[src/core/nsq_pkg.sv]
package nsq_pkg;
	localparam int CLK_MHZ    = 100;
	localparam int T_PHASE_NS = 25;
	localparam int PHASE_CYC  = (T_PHASE_NS * CLK_MHZ + 999) / 1000;
	localparam int T_WB_NS    = 100;
	localparam int WB_CYC     = (T_WB_NS * CLK_MHZ + 999) / 1000;

	localparam logic [11:0] REG_CTRL = 12'h000;
	localparam logic [11:0] REG_STAT = 12'h004;
	localparam logic [11:0] REG_CFG  = 12'h008;

	localparam int CTRL_BYTE_LSB = 0;
	localparam int CTRL_KIND_LSB = 8;
	localparam int STAT_BUSY     = 0;
	localparam int STAT_GUARD    = 1;
	localparam int STAT_REFUSED  = 2;
	localparam int STAT_RB       = 3;
	localparam int STAT_RD_LSB   = 8;
	localparam int CFG_WP_EN     = 0;
	localparam int CFG_CE_KEEP   = 1;
	localparam logic [1:0] CFG_RST = 2'h0;

	localparam logic [7:0] CMD_PROG_LOAD  = 8'h80;
	localparam logic [7:0] CMD_RAND_IN    = 8'h85;
	localparam logic [7:0] CMD_PROG_CONF  = 8'h10;
	localparam logic [7:0] CMD_CACHE_PROG = 8'h15;
	localparam logic [7:0] CMD_STATUS     = 8'h70;
	localparam logic [7:0] CMD_RESET      = 8'hFF;
	localparam logic [7:0] CMD_ID         = 8'h90;
	localparam logic [7:0] CMD_ERASE_CONF = 8'hD0;

	typedef enum logic [1:0] {
		K_CMD  = 2'b00,
		K_ADDR = 2'b01,
		K_DIN  = 2'b10,
		K_DOUT = 2'b11
	} nsq_kind_e;

	typedef enum logic [1:0] {
		S_IDLE = 2'b00,
		S_LEAD = 2'b01,
		S_HIGH = 2'b10,
		S_TAIL = 2'b11
	} nsq_state_e;

	typedef struct packed {
		nsq_kind_e  kind;
		logic [7:0] data;
	} nsq_req_s;

	typedef struct packed {
		logic       ce_n;
		logic       cle;
		logic       ale;
		logic       we_n;
		logic       re_n;
		logic       wp_n;
		logic       io_oe;
		logic [7:0] io_out;
	} nsq_pins_s;

	function automatic logic starts_busy(input logic [7:0] c);
		return c == CMD_PROG_CONF || c == CMD_CACHE_PROG || c == CMD_ERASE_CONF || c == CMD_RESET;
	endfunction

	function automatic logic busy_allowed(input nsq_req_s r);
		return r.kind == K_DOUT || (r.kind == K_CMD && (r.data == CMD_STATUS || r.data == CMD_RESET));
	endfunction
endpackage

[src/core/nsq_host_ctrl.sv]
// The APB register port and the placing of the registers are this design's own decisions.
`timescale 1ns/1ps
// Functional notes
// - program load 80h, address, then page data
// - 85h plus new column redirects data loading
// - confirm 10h starts internal page program
// - at most four partial programs per page
// - cache program ends sequence with 15h
// - next cache sequence only when cache ready
// - ready-pin-only hosts finish with 10h
// - erase done on pin; check bit zero
// - ID 90h, address 00h, five bytes
module nsq_host_ctrl
	import nsq_pkg::*;
(
	input  wire logic        sys_clk_in,
	input  wire logic        nrst_in,
	input  wire logic        psel_in,
	input  wire logic        penable_in,
	input  wire logic        pwrite_in,
	input  wire logic [11:0] paddr_in,
	input  wire logic [31:0] pwdata_in,
	output logic      [31:0] prdata_out,
	output logic             pready_out,
	output logic             pslverr_out,
	input  wire logic        rb_n_in,
	input  wire logic [7:0]  io_in,
	output nsq_pins_s        pins_out
);
	logic             rb_s1_ff;
	logic             rb_s2_ff;
	logic [7:0]       io_s1_ff;
	logic [7:0]       io_s2_ff;
	logic             pready_ff;
	logic             pslverr_ff;
	logic [31:0]      prdata_ff;
	logic [1:0]       cfg_ff;
	logic             refused_ff;
	logic             guard_ff;
	logic [7:0]       wb_cnt_ff;
	logic [7:0]       rd_byte_ff;
	logic [7:0]       div_ff;
	nsq_state_e       state_ff;
	nsq_state_e       nxt_state;
	nsq_req_s         req_ff;
	nsq_req_s         wr_req;
	nsq_req_s         cur_req;
	nsq_pins_s        pins_ff;
	nsq_pins_s        nxt_pins;
	logic             take;
	logic             ctrl_wr;
	logic             refuse;
	logic             start;
	logic             tick;
	logic             mapped;
	logic             arm;

	// pin inputs come from the device's own timing, so two flops first
	always_ff @(posedge sys_clk_in or negedge nrst_in) begin
		if (!nrst_in) begin
			rb_s1_ff <= 1'b0;
			rb_s2_ff <= 1'b0;
			io_s1_ff <= 8'h00;
			io_s2_ff <= 8'h00;
		end else begin
			rb_s1_ff <= rb_n_in;
			rb_s2_ff <= rb_s1_ff;
			io_s1_ff <= io_in;
			io_s2_ff <= io_s1_ff;
		end
	end

	assign take    = psel_in & penable_in & pready_ff;
	assign mapped  = paddr_in == REG_CTRL || paddr_in == REG_STAT || paddr_in == REG_CFG;
	assign wr_req  = '{kind: nsq_kind_e'(pwdata_in[CTRL_KIND_LSB +: 2]), data: pwdata_in[CTRL_BYTE_LSB +: 8]};
	assign ctrl_wr = take & pwrite_in & (paddr_in == REG_CTRL);
	// a second order while a cycle runs is refused, not queued
	assign refuse  = ctrl_wr & ((state_ff != S_IDLE) | (guard_ff & ~busy_allowed(wr_req)));
	assign start   = ctrl_wr & ~refuse;
	assign tick    = div_ff == 8'(PHASE_CYC - 1);
	// order taken at this edge drives the pins at once; a stale kind would strobe
	assign cur_req = start ? wr_req : req_ff;
	assign arm     = state_ff == S_TAIL && tick && req_ff.kind == K_CMD && starts_busy(req_ff.data);

	// apb: one wait-free access, answer built in the setup cycle
	always_ff @(posedge sys_clk_in or negedge nrst_in) begin
		if (!nrst_in) begin
			pready_ff  <= 1'b0;
			pslverr_ff <= 1'b0;
			prdata_ff  <= 32'h0000_0000;
		end else begin
			pready_ff  <= psel_in & ~penable_in;
			pslverr_ff <= psel_in & ~penable_in & ~mapped;
			prdata_ff  <= 32'h0000_0000;
			if (psel_in && !penable_in && !pwrite_in) begin
				if (paddr_in == REG_STAT) begin
					prdata_ff[STAT_BUSY]            <= state_ff != S_IDLE;
					prdata_ff[STAT_GUARD]           <= guard_ff;
					prdata_ff[STAT_REFUSED]         <= refused_ff;
					prdata_ff[STAT_RB]              <= rb_s2_ff;
					prdata_ff[STAT_RD_LSB +: 8]     <= rd_byte_ff;
				end else if (paddr_in == REG_CFG) begin
					prdata_ff[1:0] <= cfg_ff;
				end
			end
		end
	end

	always_ff @(posedge sys_clk_in or negedge nrst_in) begin
		if (!nrst_in) begin
			cfg_ff <= CFG_RST;
		end else if (take && pwrite_in && paddr_in == REG_CFG) begin
			cfg_ff <= pwdata_in[1:0];
		end
	end

	// sticky refusal, write one to clear; a new refusal wins
	always_ff @(posedge sys_clk_in or negedge nrst_in) begin
		if (!nrst_in) begin
			refused_ff <= 1'b0;
		end else if (refuse) begin
			refused_ff <= 1'b1;
		end else if (take && pwrite_in && paddr_in == REG_STAT && pwdata_in[STAT_REFUSED]) begin
			refused_ff <= 1'b0;
		end
	end

	always_ff @(posedge sys_clk_in or negedge nrst_in) begin
		if (!nrst_in) begin
			req_ff <= '{kind: K_CMD, data: 8'h00};
		end else if (start) begin
			req_ff <= wr_req;
		end
	end

	always_ff @(posedge sys_clk_in or negedge nrst_in) begin
		if (!nrst_in) begin
			div_ff <= 8'h00;
		end else if (start || tick) begin
			div_ff <= 8'h00;
		end else if (state_ff != S_IDLE) begin
			div_ff <= div_ff + 8'h01;
		end
	end

	always_comb begin
		nxt_state = state_ff;
		case (state_ff)
			S_IDLE: begin
				if (start) begin
					nxt_state = S_LEAD;
				end
			end
			S_LEAD: begin
				if (tick) begin
					nxt_state = S_HIGH;
				end
			end
			S_HIGH: begin
				if (tick) begin
					nxt_state = S_TAIL;
				end
			end
			S_TAIL: begin
				if (tick) begin
					nxt_state = S_IDLE;
				end
			end
			default: begin
				nxt_state = S_IDLE;
			end
		endcase
	end

	always_ff @(posedge sys_clk_in or negedge nrst_in) begin
		if (!nrst_in) begin
			state_ff <= S_IDLE;
		end else begin
			state_ff <= nxt_state;
		end
	end

	// pins follow the next state so they leave flops in step with it
	always_comb begin
		nxt_pins        = '0;
		nxt_pins.ce_n   = ~cfg_ff[CFG_CE_KEEP] & (nxt_state == S_IDLE);
		nxt_pins.we_n   = 1'b1;
		nxt_pins.re_n   = 1'b1;
		nxt_pins.wp_n   = cfg_ff[CFG_WP_EN];
		nxt_pins.io_out = cur_req.data;
		if (nxt_state != S_IDLE) begin
			nxt_pins.io_oe = cur_req.kind != K_DOUT && nxt_state != S_TAIL;
			nxt_pins.cle   = cur_req.kind == K_CMD && nxt_state != S_TAIL;
			nxt_pins.ale   = cur_req.kind == K_ADDR && nxt_state != S_TAIL;
			nxt_pins.we_n  = ~(nxt_state == S_LEAD && cur_req.kind != K_DOUT);
			nxt_pins.re_n  = ~(nxt_state == S_LEAD && cur_req.kind == K_DOUT);
		end
	end

	always_ff @(posedge sys_clk_in or negedge nrst_in) begin
		if (!nrst_in) begin
			pins_ff <= '{ce_n: 1'b1, cle: 1'b0, ale: 1'b0, we_n: 1'b1, re_n: 1'b1,
				wp_n: 1'b0, io_oe: 1'b0, io_out: 8'h00};
		end else begin
			pins_ff <= nxt_pins;
		end
	end

	// read byte taken as the read strobe rises; status and id bytes alike
	always_ff @(posedge sys_clk_in or negedge nrst_in) begin
		if (!nrst_in) begin
			rd_byte_ff <= 8'h00;
		end else if (state_ff == S_LEAD && tick && req_ff.kind == K_DOUT) begin
			rd_byte_ff <= io_s2_ff;
		end
	end

	// busy guard armed after confirm or reset; tWB passes before ready counts
	always_ff @(posedge sys_clk_in or negedge nrst_in) begin
		if (!nrst_in) begin
			guard_ff  <= 1'b0;
			wb_cnt_ff <= 8'h00;
		end else if (arm) begin
			// reset arms it too, so the next order waits out tWB again
			guard_ff  <= 1'b1;
			wb_cnt_ff <= 8'(WB_CYC);
		end else if (guard_ff && wb_cnt_ff != 8'h00) begin
			wb_cnt_ff <= wb_cnt_ff - 8'h01;
		end else if (guard_ff && rb_s2_ff) begin
			guard_ff <= 1'b0;
		end
	end

	assign prdata_out  = prdata_ff;
	assign pready_out  = pready_ff;
	assign pslverr_out = pslverr_ff;
	assign pins_out    = pins_ff;
endmodule

[config.mk]
export PLATFORM = sky130hd
export DESIGN_NAME = nsq_host_ctrl
export DESIGN_NICKNAME = d
export VERILOG_FILES = /design/src/core/nsq_pkg.sv /design/src/core/nsq_host_ctrl.sv
export SDC_FILE = /design/constraint.sdc
export NUM_CORES = 1
export LEC_CHECK = 0
export ABC_AREA = 1
export BUFFER_PORTS_ARGS = -buffer_cell sky130_fd_sc_hd__buf_2
export CAP_MARGIN = 15
export CORE_MARGIN = 2
export CORE_UTILIZATION = 30
export DETAILED_ROUTE_END_ITERATION = 8
export PLACE_DENSITY = 0.6
export SYNTH_ARGS = -nofsm -noshare
export SYNTH_HDL_FRONTEND = slang
export SYNTH_SLANG_ARGS = --single-unit
[constraint.sdc]
create_clock -name sys_clk_in -period 1.5 [get_ports sys_clk_in]
set_input_delay 0.15 -clock sys_clk_in [delete_from_list [all_inputs] [get_ports sys_clk_in]]
set_output_delay 0.15 -clock sys_clk_in [all_outputs]
set_load 0.005 [all_outputs]
---- After elaboration in Yosys (flattened, before gate mapping) ----
Index checks and enable logic that the tools add are counted.
storage, ports and cells
  flip-flop bits (word level) ............. 79
  output and inout bits ................... 49
cells by class
  $add $sub $neg .......................... 2
  equality and inequality tests ........... 20
  mux-type cells .......................... 23
  bitwise gates (word level) .............. 18
  reductions and logical operators ........ 43
operators by type and width
  operator                                          count
  2-to-1 mux 8 bit                                  6
  == test 8 bit, second input constant              3
  logical AND 1 bit                                 19
  == test 8 x 5 -> 1 bit, second input constant     2
  2-to-1 mux 2 bit                                  7
  == test 12 x 3 -> 1 bit, second input constant    1
  == test 12 x 4 -> 1 bit, second input constant    1
  zero test 12 bit                                  1
  nonzero test 2 bit                                6
  bitwise AND 1 bit                                 10
  == test 2 bit, second input constant              5
  zero test 2 bit                                   5
  2-to-1 mux 10 bit                                 1
  adder 8 x 1 -> 8 bit, second input constant       1
  == test 8 x 2 -> 1 bit, second input constant     1
  == test 8 x 7 -> 1 bit, second input constant     1
  logical OR 1 bit                                  8
  2-to-1 mux 4 bit                                  2
  case mux 2 bit (4 select lines)                   1
  nonzero test 8 bit                                1
  subtractor 8 x 1 -> 8 bit, second input constant  1
  inverter 1 bit                                    7
  == test 2 x 1 -> 1 bit, second input constant     3
  2-to-1 mux 1 bit                                  6
  4 further kinds                                   7

---- Depth between registers and ports, before layout ----
Gate-level depths: netlist (run 1).
  depth in word-level cells ............... 16
  depth in mapped cells ................... 13
  mapped depth without buffers ............ 13

---- Least setup slack after synthesis (run 1) ----
Ideal clock, no wire load.
  path kind ............................... register to register
  from .................................... reg div_ff[0]
  to ...................................... reg rd_byte_ff[0]
  arrival time ............................ 1.418 ns
  required time ........................... 1.372 ns
  setup slack ............................. -0.045 ns
  cell stages (with the launch flop) ...... 8
  path buffers ............................ 0
  cells stage by stage .................... dfrtp_1 inv_1 ha_1 nor3b_2 nand2_1 inv_2 nand4_4 mux2_1
between the ends
  cells in the longest elaborated chain, start to end .. 3
ends and longest elaborated chain
  what                            line                  text
  start, declared                 nsq_host_ctrl.sv:42   logic [7:0] div_ff;
  start signal, assigned          nsq_host_ctrl.sv:142  div_ff <= div_ff + 8'h01;
  == test 8 x 2 -> 1 bit          nsq_host_ctrl.sv:80   assign tick = div_ff == 8'(PHASE_CYC - 1);
  logical AND 1 bit (2 in a row)  nsq_host_ctrl.sv:213  end else if (state_ff == S_LEAD && tick && req_ff.kind == K_DOUT) begin
  end signal, assigned            nsq_host_ctrl.sv:214  rd_byte_ff <= io_s2_ff;
  end, declared                   nsq_host_ctrl.sv:41   logic [7:0] rd_byte_ff;
Every way passes these cells.
A chain may end at the register's enable or synchronous reset.

---- Final worst setup path (run 1) ----
Same ends and word-level chain as after synthesis.

==> impl_metrics.csv, run 1 <==
group,metric,value,unit
clock_tree,clockBufferDepth,2,
floorplanning,die_h,113,um
grt,gr-usage-met2,0.211,
cells_and_area,synthToLayoutAreaGrowth,31.8,%
sta,fmax,602,MHz
placement,placed_cells,586,
setup_path,reg2reg_from,"div_ff[0]",
sta,fin_ws,-160,ps
logic_synthesis,synth_top_cell_area_share,0.537,
cells_and_area,fin_cells,622,
route,vias,2696,
setup_path,cp-start-kind,"flop",
power,power.density,943,nW/um^2
sta,fin_crit,1660,ps
route,wire_per_inst,12.0,um
hold_path,hold_path_class,"in -> reg",
cells_and_area,fin_util,0.407,
logic_synthesis,async_flop_share,1.00,
sta,clock_skew,5.05,ps
setup_path,startpoint,"div_ff[0]",
power,ir_drop,0.540,mV
power,p_leak,2.50,nW
grt,met1_usage,0.140,
setup_path,cp.required,1710,ps
logic_synthesis,synth_top_area_cell,"dfrtp_1",
floorplanning,die_area,12700,sq um
clock_tree,clock-root-buffer,"clkbuf_16",
route,first_iter_violations,113,
route,wl,7.47,mm
route,ant_nets,0,
route,avgViaCountPerCell,4.33,
route,drc_errors,0,
sta,slew_violations,0,
grt,grt.total_usage,0.121,
grt,antenna_found_initial,2,
floorplanning,core_area,11500,sq um
logic_synthesis,seq_area_frac_synth,0.559,
clock_tree,htree_levels,3,
setup_path,crit_fanout,8,
grt,overflow,0,
sta,rsz0062_at_grt,"yes",
route,firstDrtPassIters,6,
sta,finalSetupViolations,31,
clock_tree,clk_latency,330,ps
grt,grt_pass1_wl,12.4,mm
logic_synthesis,ys_warn_count,0,
floorplanning,io_pins,107,
setup_path,crit_arrival,1870,ps
grt,gr-usage-met3,0.0313,
power,p_total,4.40,mW
logic_synthesis,syn-cell-area,3540,sq um
placement,dpl.hpwl,5.35,mm
logic_synthesis,ys_types,39,
grt,grt-busiest-layer,"met2",
clock_tree,cts_tree,"built",
hold_path,min-delay-start,"penable_in",
logic_synthesis,synth_top_cells_by_area,"dfrtp_1 (54%), nand2_1 (7.4%), buf_4 (5.9%)",
logic_synthesis,synth.most_common_cell,"dfrtp_1",
status,violations,"setup timing",
floorplanning,start_util,0.309,
placement,pre_cts_ws,-208,ps
sta,hold_viol,0,
setup_path,reg2regPathDepth,7,
cells_and_area,nets,534,
cells_and_area,drive_gt1_frac,0.331,
cells_and_area,fillerInstances,1067,
logic_synthesis,synth_edf_count,0,
hold_path,worstHoldPathCells,2,
floorplanning,num_rows,39,
logic_synthesis,syn_inst,363,
floorplanning,die_x,113,um
placement,port_buffers,64,
clock_tree,clock-sinks,79,
grt,grt_max_degree,80,
setup_path,worstSetupPathType,"reg -> reg",
setup_path,endpoint_kind,"flop",
clock_tree,cts_buffers,9,
clock_tree,cts.clk_slew.worst_paths,60,ps
flow_run,drv_cap,0,
placement,gp_congestion,0.819,
status,status,"complete, but fails checks",
grt,grt_pass1_vias,2733,
logic_synthesis,syn_area_per_cell,9.76,sq um
logic_synthesis,ys_ff_latch,79,
logic_synthesis,synth_ff_type,"dfrtp_1",
sta,finalCritPeriodShare,1.11,
logic_synthesis,synthTopCellsByCount,"dfrtp_1 (76), nand2_1 (70), nor2_1 (41)",
## flip-flops by register name (all words and copies together), names as in the netlist
signal,count
pins_out,15
rb_s2_ff,1
io_s1_ff,8
div_ff,8
rb_s1_ff,1
refused_ff,1
prdata_out,12
rd_byte_ff,8
state_ff,2
guard_ff,1
io_s2_ff,8
wb_cnt_ff,8
pready_out,1
pslverr_out,1
cfg_ff,2
req_ff,2
## repair_timing
| action | in CTS | in global routing |
|---|---|---|
| setup endpoints to repair | 23 | 41 |
| endpoints found under the hold margin | 85 | 0 |
| resized for setup | 18 | 11 |
| hold buffers | 10 | 0 |
| setup buffers | 3 | 5 |
| pin swaps | 7 | 4 |
## per-stage QoR
stage	hold slack [ps]	setup TNS (ps)	instance area [sq um]
floorplan	-146	-358	3610
global placement	203	-1590	4110
detailed placement	206	-2630	4110
CTS	20.6	-2690	4580
global route	32.2	-6210	4660
finish	34.0	-2590	4670
## final timing paths
kind | end | slack, ps
max | rd_byte_ff[0] | -160
min | pready_out | 30
max reg2reg | rd_byte_ff[0] | -160
min reg2reg | io_s2_ff[2] | 350
max in group asynchronous | pins_out[10] | 750
min in group asynchronous | io_s1_ff[4] | 370
## layer usage
| layer | vias to the layer above | share of wire |
|---|---|---|
| met5 | - | 0 |
| met4 | 0 | 0.026 |
| met3 | 16 | 0.041 |
| met2 | 53 | 0.52 |
| met1 | 1293 | 0.41 |
| li1 | 1334 | - |
## placed cells by master, fill, tap and decap left out, types with 2 or more instances in the layout
master / instances
dfrtp_1: 76
nand2_1: 66
buf_2: 63
nor2_1: 38
inv_1: 35
buf_4: 35
conb_1: 20
nand3_1: 14
nor3b_1: 10
dlygate4sd3_1: 10
o21ai_1: 9
clkbuf_16: 9
mux2_4: 8
nand4_1: 6
xor2_1: 6
inv_2: 5
nor2_2: 5
nand2_2: 5
nor3_1: 5
o21ai_0: 5
a21oi_1: 3
nand3_2: 3
nand3b_1: 3
ha_1: 3
clkinvlp_4: 3
inv_6: 3
dfstp_2: 3
diode_2: 2
nand3_4: 2
o31ai_1: 2
a211oi_1: 2
o211ai_1: 2
buf_6: 2
## power by group
part / total (mW) / internal [mW] / switching (mW)
Sequential: 2.17 / 2.16 / 0.00969
Combinational: 0.178 / 0.0730 / 0.105
Clock: 2.06 / 1.18 / 0.874
## area by class of cell
class / count / area, sq um / area share
Antenna cell: 2 / 5.00 / 0.00107
Clock buffer: 10 / 239 / 0.0512
Clock inverter: 6 / 48.8 / 0.0105
Inverter: 41 / 156 / 0.0335
Multi-Input combinational cell: 230 / 1340 / 0.287
Sequential cell: 79 / 1980 / 0.424
Tap cell: 143 / 179 / 0.0383
Timing Repair Buffer: 111 / 721 / 0.154
## worst max-delay path, stage by stage (launching register included)
cell and delay, ps:
dfrtp_1 390, inv_2 80, ha_4 120, nor3b_4 190, nand2_2 100, inv_4 90, nand4_4 200, mux2_4 360
## cells by family after synthesis
kind of cell,share of synthesized area
simple gates,0.231
mux,0.0254
fa+ha+maj,0.0141
flops,0.559
other cells,0.00106
compound gates,0.0452
buf+inv,0.109
xor+xnor,0.0148
No activity file was read; power rests on OpenSTA's default activity.
==> run 2: changes to the inputs <==
--- a/config.mk
+++ b/config.mk
@@ -5,10 +5,10 @@
 export SDC_FILE = /design/constraint.sdc
 export NUM_CORES = 1
 export LEC_CHECK = 0
-export ABC_AREA = 1
+export ABC_AREA = 0
 export BUFFER_PORTS_ARGS = -buffer_cell sky130_fd_sc_hd__buf_2
 export CAP_MARGIN = 15
-export CORE_MARGIN = 2
+export CORE_MARGIN = 5
 export CORE_UTILIZATION = 30
 export DETAILED_ROUTE_END_ITERATION = 8
 export PLACE_DENSITY = 0.6
==> run 2 against run 1 <==
First-iteration DRC count down 1.8%. The run still ends with setup timing left. Worst setup slack worse by 460 ps. Design area up 6.1%. Critical path depth up 1. Sequential power about the same. Largest power group is now the clock network. Clock skew about the same. Global-route usage down 0.68 points. Combinational power up 19%. Die area up 10%. Count of clock-buffer cells in the layout up 1. Synthesized cell count down 20%.
==> impl_metrics.csv, run 2 <==
group,metric,value,unit
logic_synthesis,synth_ff_type,"dfrtp_1",
sta,rsz0062_at_grt,"yes",
logic_synthesis,ys_warn_count,0,
grt,grt.total_usage,0.114,
flow_run,drv_cap,0,
route,wl,7.83,mm
hold_path,min-delay-start,"pwdata_in[4]",
logic_synthesis,syn-cell-area,3510,sq um
floorplanning,io_pins,107,
hold_path,whs_endpoint,"pins_out[4]",
placement,gp_congestion,0.803,
setup_path,crit_arrival,2330,ps
setup_path,reg2regPathDepth,8,
route,wire_per_inst,13.6,um
cells_and_area,drive_gt1_frac,0.463,
cells_and_area,fillerInstances,1046,
grt,grt-busiest-layer,"met2",
route,avgViaCountPerCell,4.41,
placement,dpl.hpwl,5.67,mm
sta,fmax,472,MHz
sta,fin_crit,2120,ps
grt,overflow,0,
logic_synthesis,synthTopCellsByCount,"dfrtp_1 (76), buf_4 (28), nor2_1 (22)",
sta,setup_tns,-18640,ps
placement,placed_cell_area,4340,sq um
setup_path,cp.required,1710,ps
setup_path,r2r_setup_slack,-620,ps
clock_tree,cts_buffers,9,
floorplanning,core_area,11500,sq um
cells_and_area,largest_register_ffs,15,
cells_and_area,synthToLayoutAreaGrowth,41.0,%
route,vias,2538,
power,p_leak,2.50,nW
sta,fin_ws,-617,ps
setup_path,cp_slowest_stage_delay,500,ps
hold_path,hold_path_class,"in -> reg",
cells_and_area,regArea,1980,sq um
floorplanning,num_rows,39,
setup_path,worst_path_max_delay_cell,"or4b_4",
cells_and_area,fin_cells,575,
sta,clock_skew,4.86,ps
route,firstDrtPassIters,4,
clock_tree,cts_tree,"built",
clock_tree,clock-sinks,79,
logic_synthesis,synth.most_common_cell,"dfrtp_1",
power,power.density,936,nW/um^2
grt,gr-usage-met2,0.188,
logic_synthesis,ys_ff_latch,79,
cells_and_area,fin_util,0.432,
logic_synthesis,seq_area_frac_synth,0.564,
grt,gr-usage-met3,0.0363,
floorplanning,die_x,118,um
floorplanning,die_area,14000,sq um
logic_synthesis,synth_edf_count,0,
logic_synthesis,synth_top_area_cell,"dfrtp_1",
setup_path,worstSetupPathType,"reg -> reg",
power,ir_drop,0.607,mV
placement,port_buffers,64,
grt,met1_usage,0.142,
logic_synthesis,async_flop_share,1.00,
floorplanning,start_util,0.306,
logic_synthesis,synth_top_cell_area_share,0.541,
grt,grt_pass1_vias,2716,
setup_path,cp_cell_sequence,"inv_2 -> ha_1 -> or4b_4 -> nor3_4 -> nand2b_1 -> nor3_4 -> buf_12 -> mux2_2",
sta,finalCritPeriodShare,1.41,
cells_and_area,multi_input_area,1450,sq um
placement,placed_cells,539,
logic_synthesis,syn_inst,290,
clock_tree,cts.clk_slew.worst_paths,60,ps
cells_and_area,nets,489,
logic_synthesis,syn_area_per_cell,12.1,sq um
sta,finalSetupViolations,38,
setup_path,reg2reg_to,"rd_byte_ff[4]",
grt,antenna_found_initial,0,
setup_path,startpoint,"div_ff[0]",
status,violations,"setup timing",
setup_path,crit_fanout,8,
setup_path,cp-start-kind,"flop",
sta,hold_viol,0,
cells_and_area,final_area,4950,sq um
power,p_total,4.64,mW
sta,slew_violations,0,
hold_path,worstHoldPathCells,2,
floorplanning,die_h,118,um
logic_synthesis,ys_types,50,
cells_and_area,diodes,0,
route,ant_nets,0,
setup_path,critPathMostFrequentCell,"nor3_4",
clock_tree,clk_latency,330,ps
status,status,"complete, but fails checks",
clock_tree,clockBufferDepth,2,
logic_synthesis,synth_top_cells_by_area,"dfrtp_1 (54%), buf_4 (6.0%), mux2_4 (4.3%)",
clock_tree,htree_levels,3,
cells_and_area,final_common_cell,"dfrtp_1",
route,drc_errors,0,
route,first_iter_violations,111,
clock_tree,clock-root-buffer,"clkbuf_16",
setup_path,endpoint_kind,"flop",
cells_and_area,final_cell_mix,"dfrtp_1 (76), buf_2 (63), buf_4 (57)",
setup_path,reg2reg_from,"div_ff[0]",
grt,grt_max_degree,41,
grt,grt_pass1_wl,13.0,mm
## run 2: cell type report
type | instances | share of cell area
Timing Repair Buffer | 141 | 0.201
Sequential cell | 79 | 0.400
Multi-Input combinational cell | 187 | 0.293
Inverter | 9 | 0.00682
Clock inverter | 5 | 0.0129
Clock buffer | 11 | 0.0510
Tap cell | 143 | 0.0361
## run 2: worst max-delay path by stage
stage	end	slack, ps	depth (start not counted)
2_1_floorplan	rd_byte_ff[0]	-660	7
3_3_place_gp	pins_out[5]	-590	7
3_5_place_dp	pins_out[3]	-620	7
4_1_cts	rd_byte_ff[7]	-610	8
5_1_grt	rd_byte_ff[4]	-680	8
6_report	rd_byte_ff[4]	-620	8
## run 2: layer usage
layer / part of all wire / wire (um)
met3: 0.054 / 421
met4: 0.014 / 106
met1: 0.43 / 3400
met5: 0 / 0
met2: 0.50 / 3900
## run 2: metrics by stage
stage               hold slack (ps)  setup WS, ps
floorplan                      -146          -658
detailed placement             69.9          -623
CTS                            56.5          -612
finish                         70.4          -617
global route                   67.9          -675
global placement               66.0          -594
## run 2: worst max-delay path, delay by kind of cell, from the launching register on
family        cells  cell delay (ps)
flops             1              390
fa+ha+maj         1              120
mux               1              330
buf+inv           2              210
simple gates      4              940
## run 2: power breakdown
part | switching [mW] | leakage [nW] | total [mW] | internal [mW]
clock network | 0.862 | 0.153 | 2.26 | 1.39
logic | 0.111 | 1.33 | 0.211 | 0.0999
registers | 0.00965 | 1.01 | 2.17 | 2.16
total | 0.983 | 2.50 | 4.64 | 3.65
## run 2: cells by family after synthesis
kind of cell	Yosys count	share of synthesized area
AO/OA/AOI/OAI	32	0.0673
XOR/XNOR	13	0.0324
adder cells (fa/ha/maj)	4	0.0142
buffers and inverters	43	0.0780
flip-flops	79	0.564
multiplexers	22	0.0805
other	1	0.00107
AND/OR/NAND/NOR	96	0.163
## run 2: what timing repair did
item / in CTS / in global routing
cloned: 1 / 0
buffers inserted: 4 / 6
endpoints found under the setup margin: 38 / 43
pin swaps: 1 / 13
hold buffers: 10 / 0
resized for setup: 10 / 24
endpoints found under the hold margin: 32 / 0
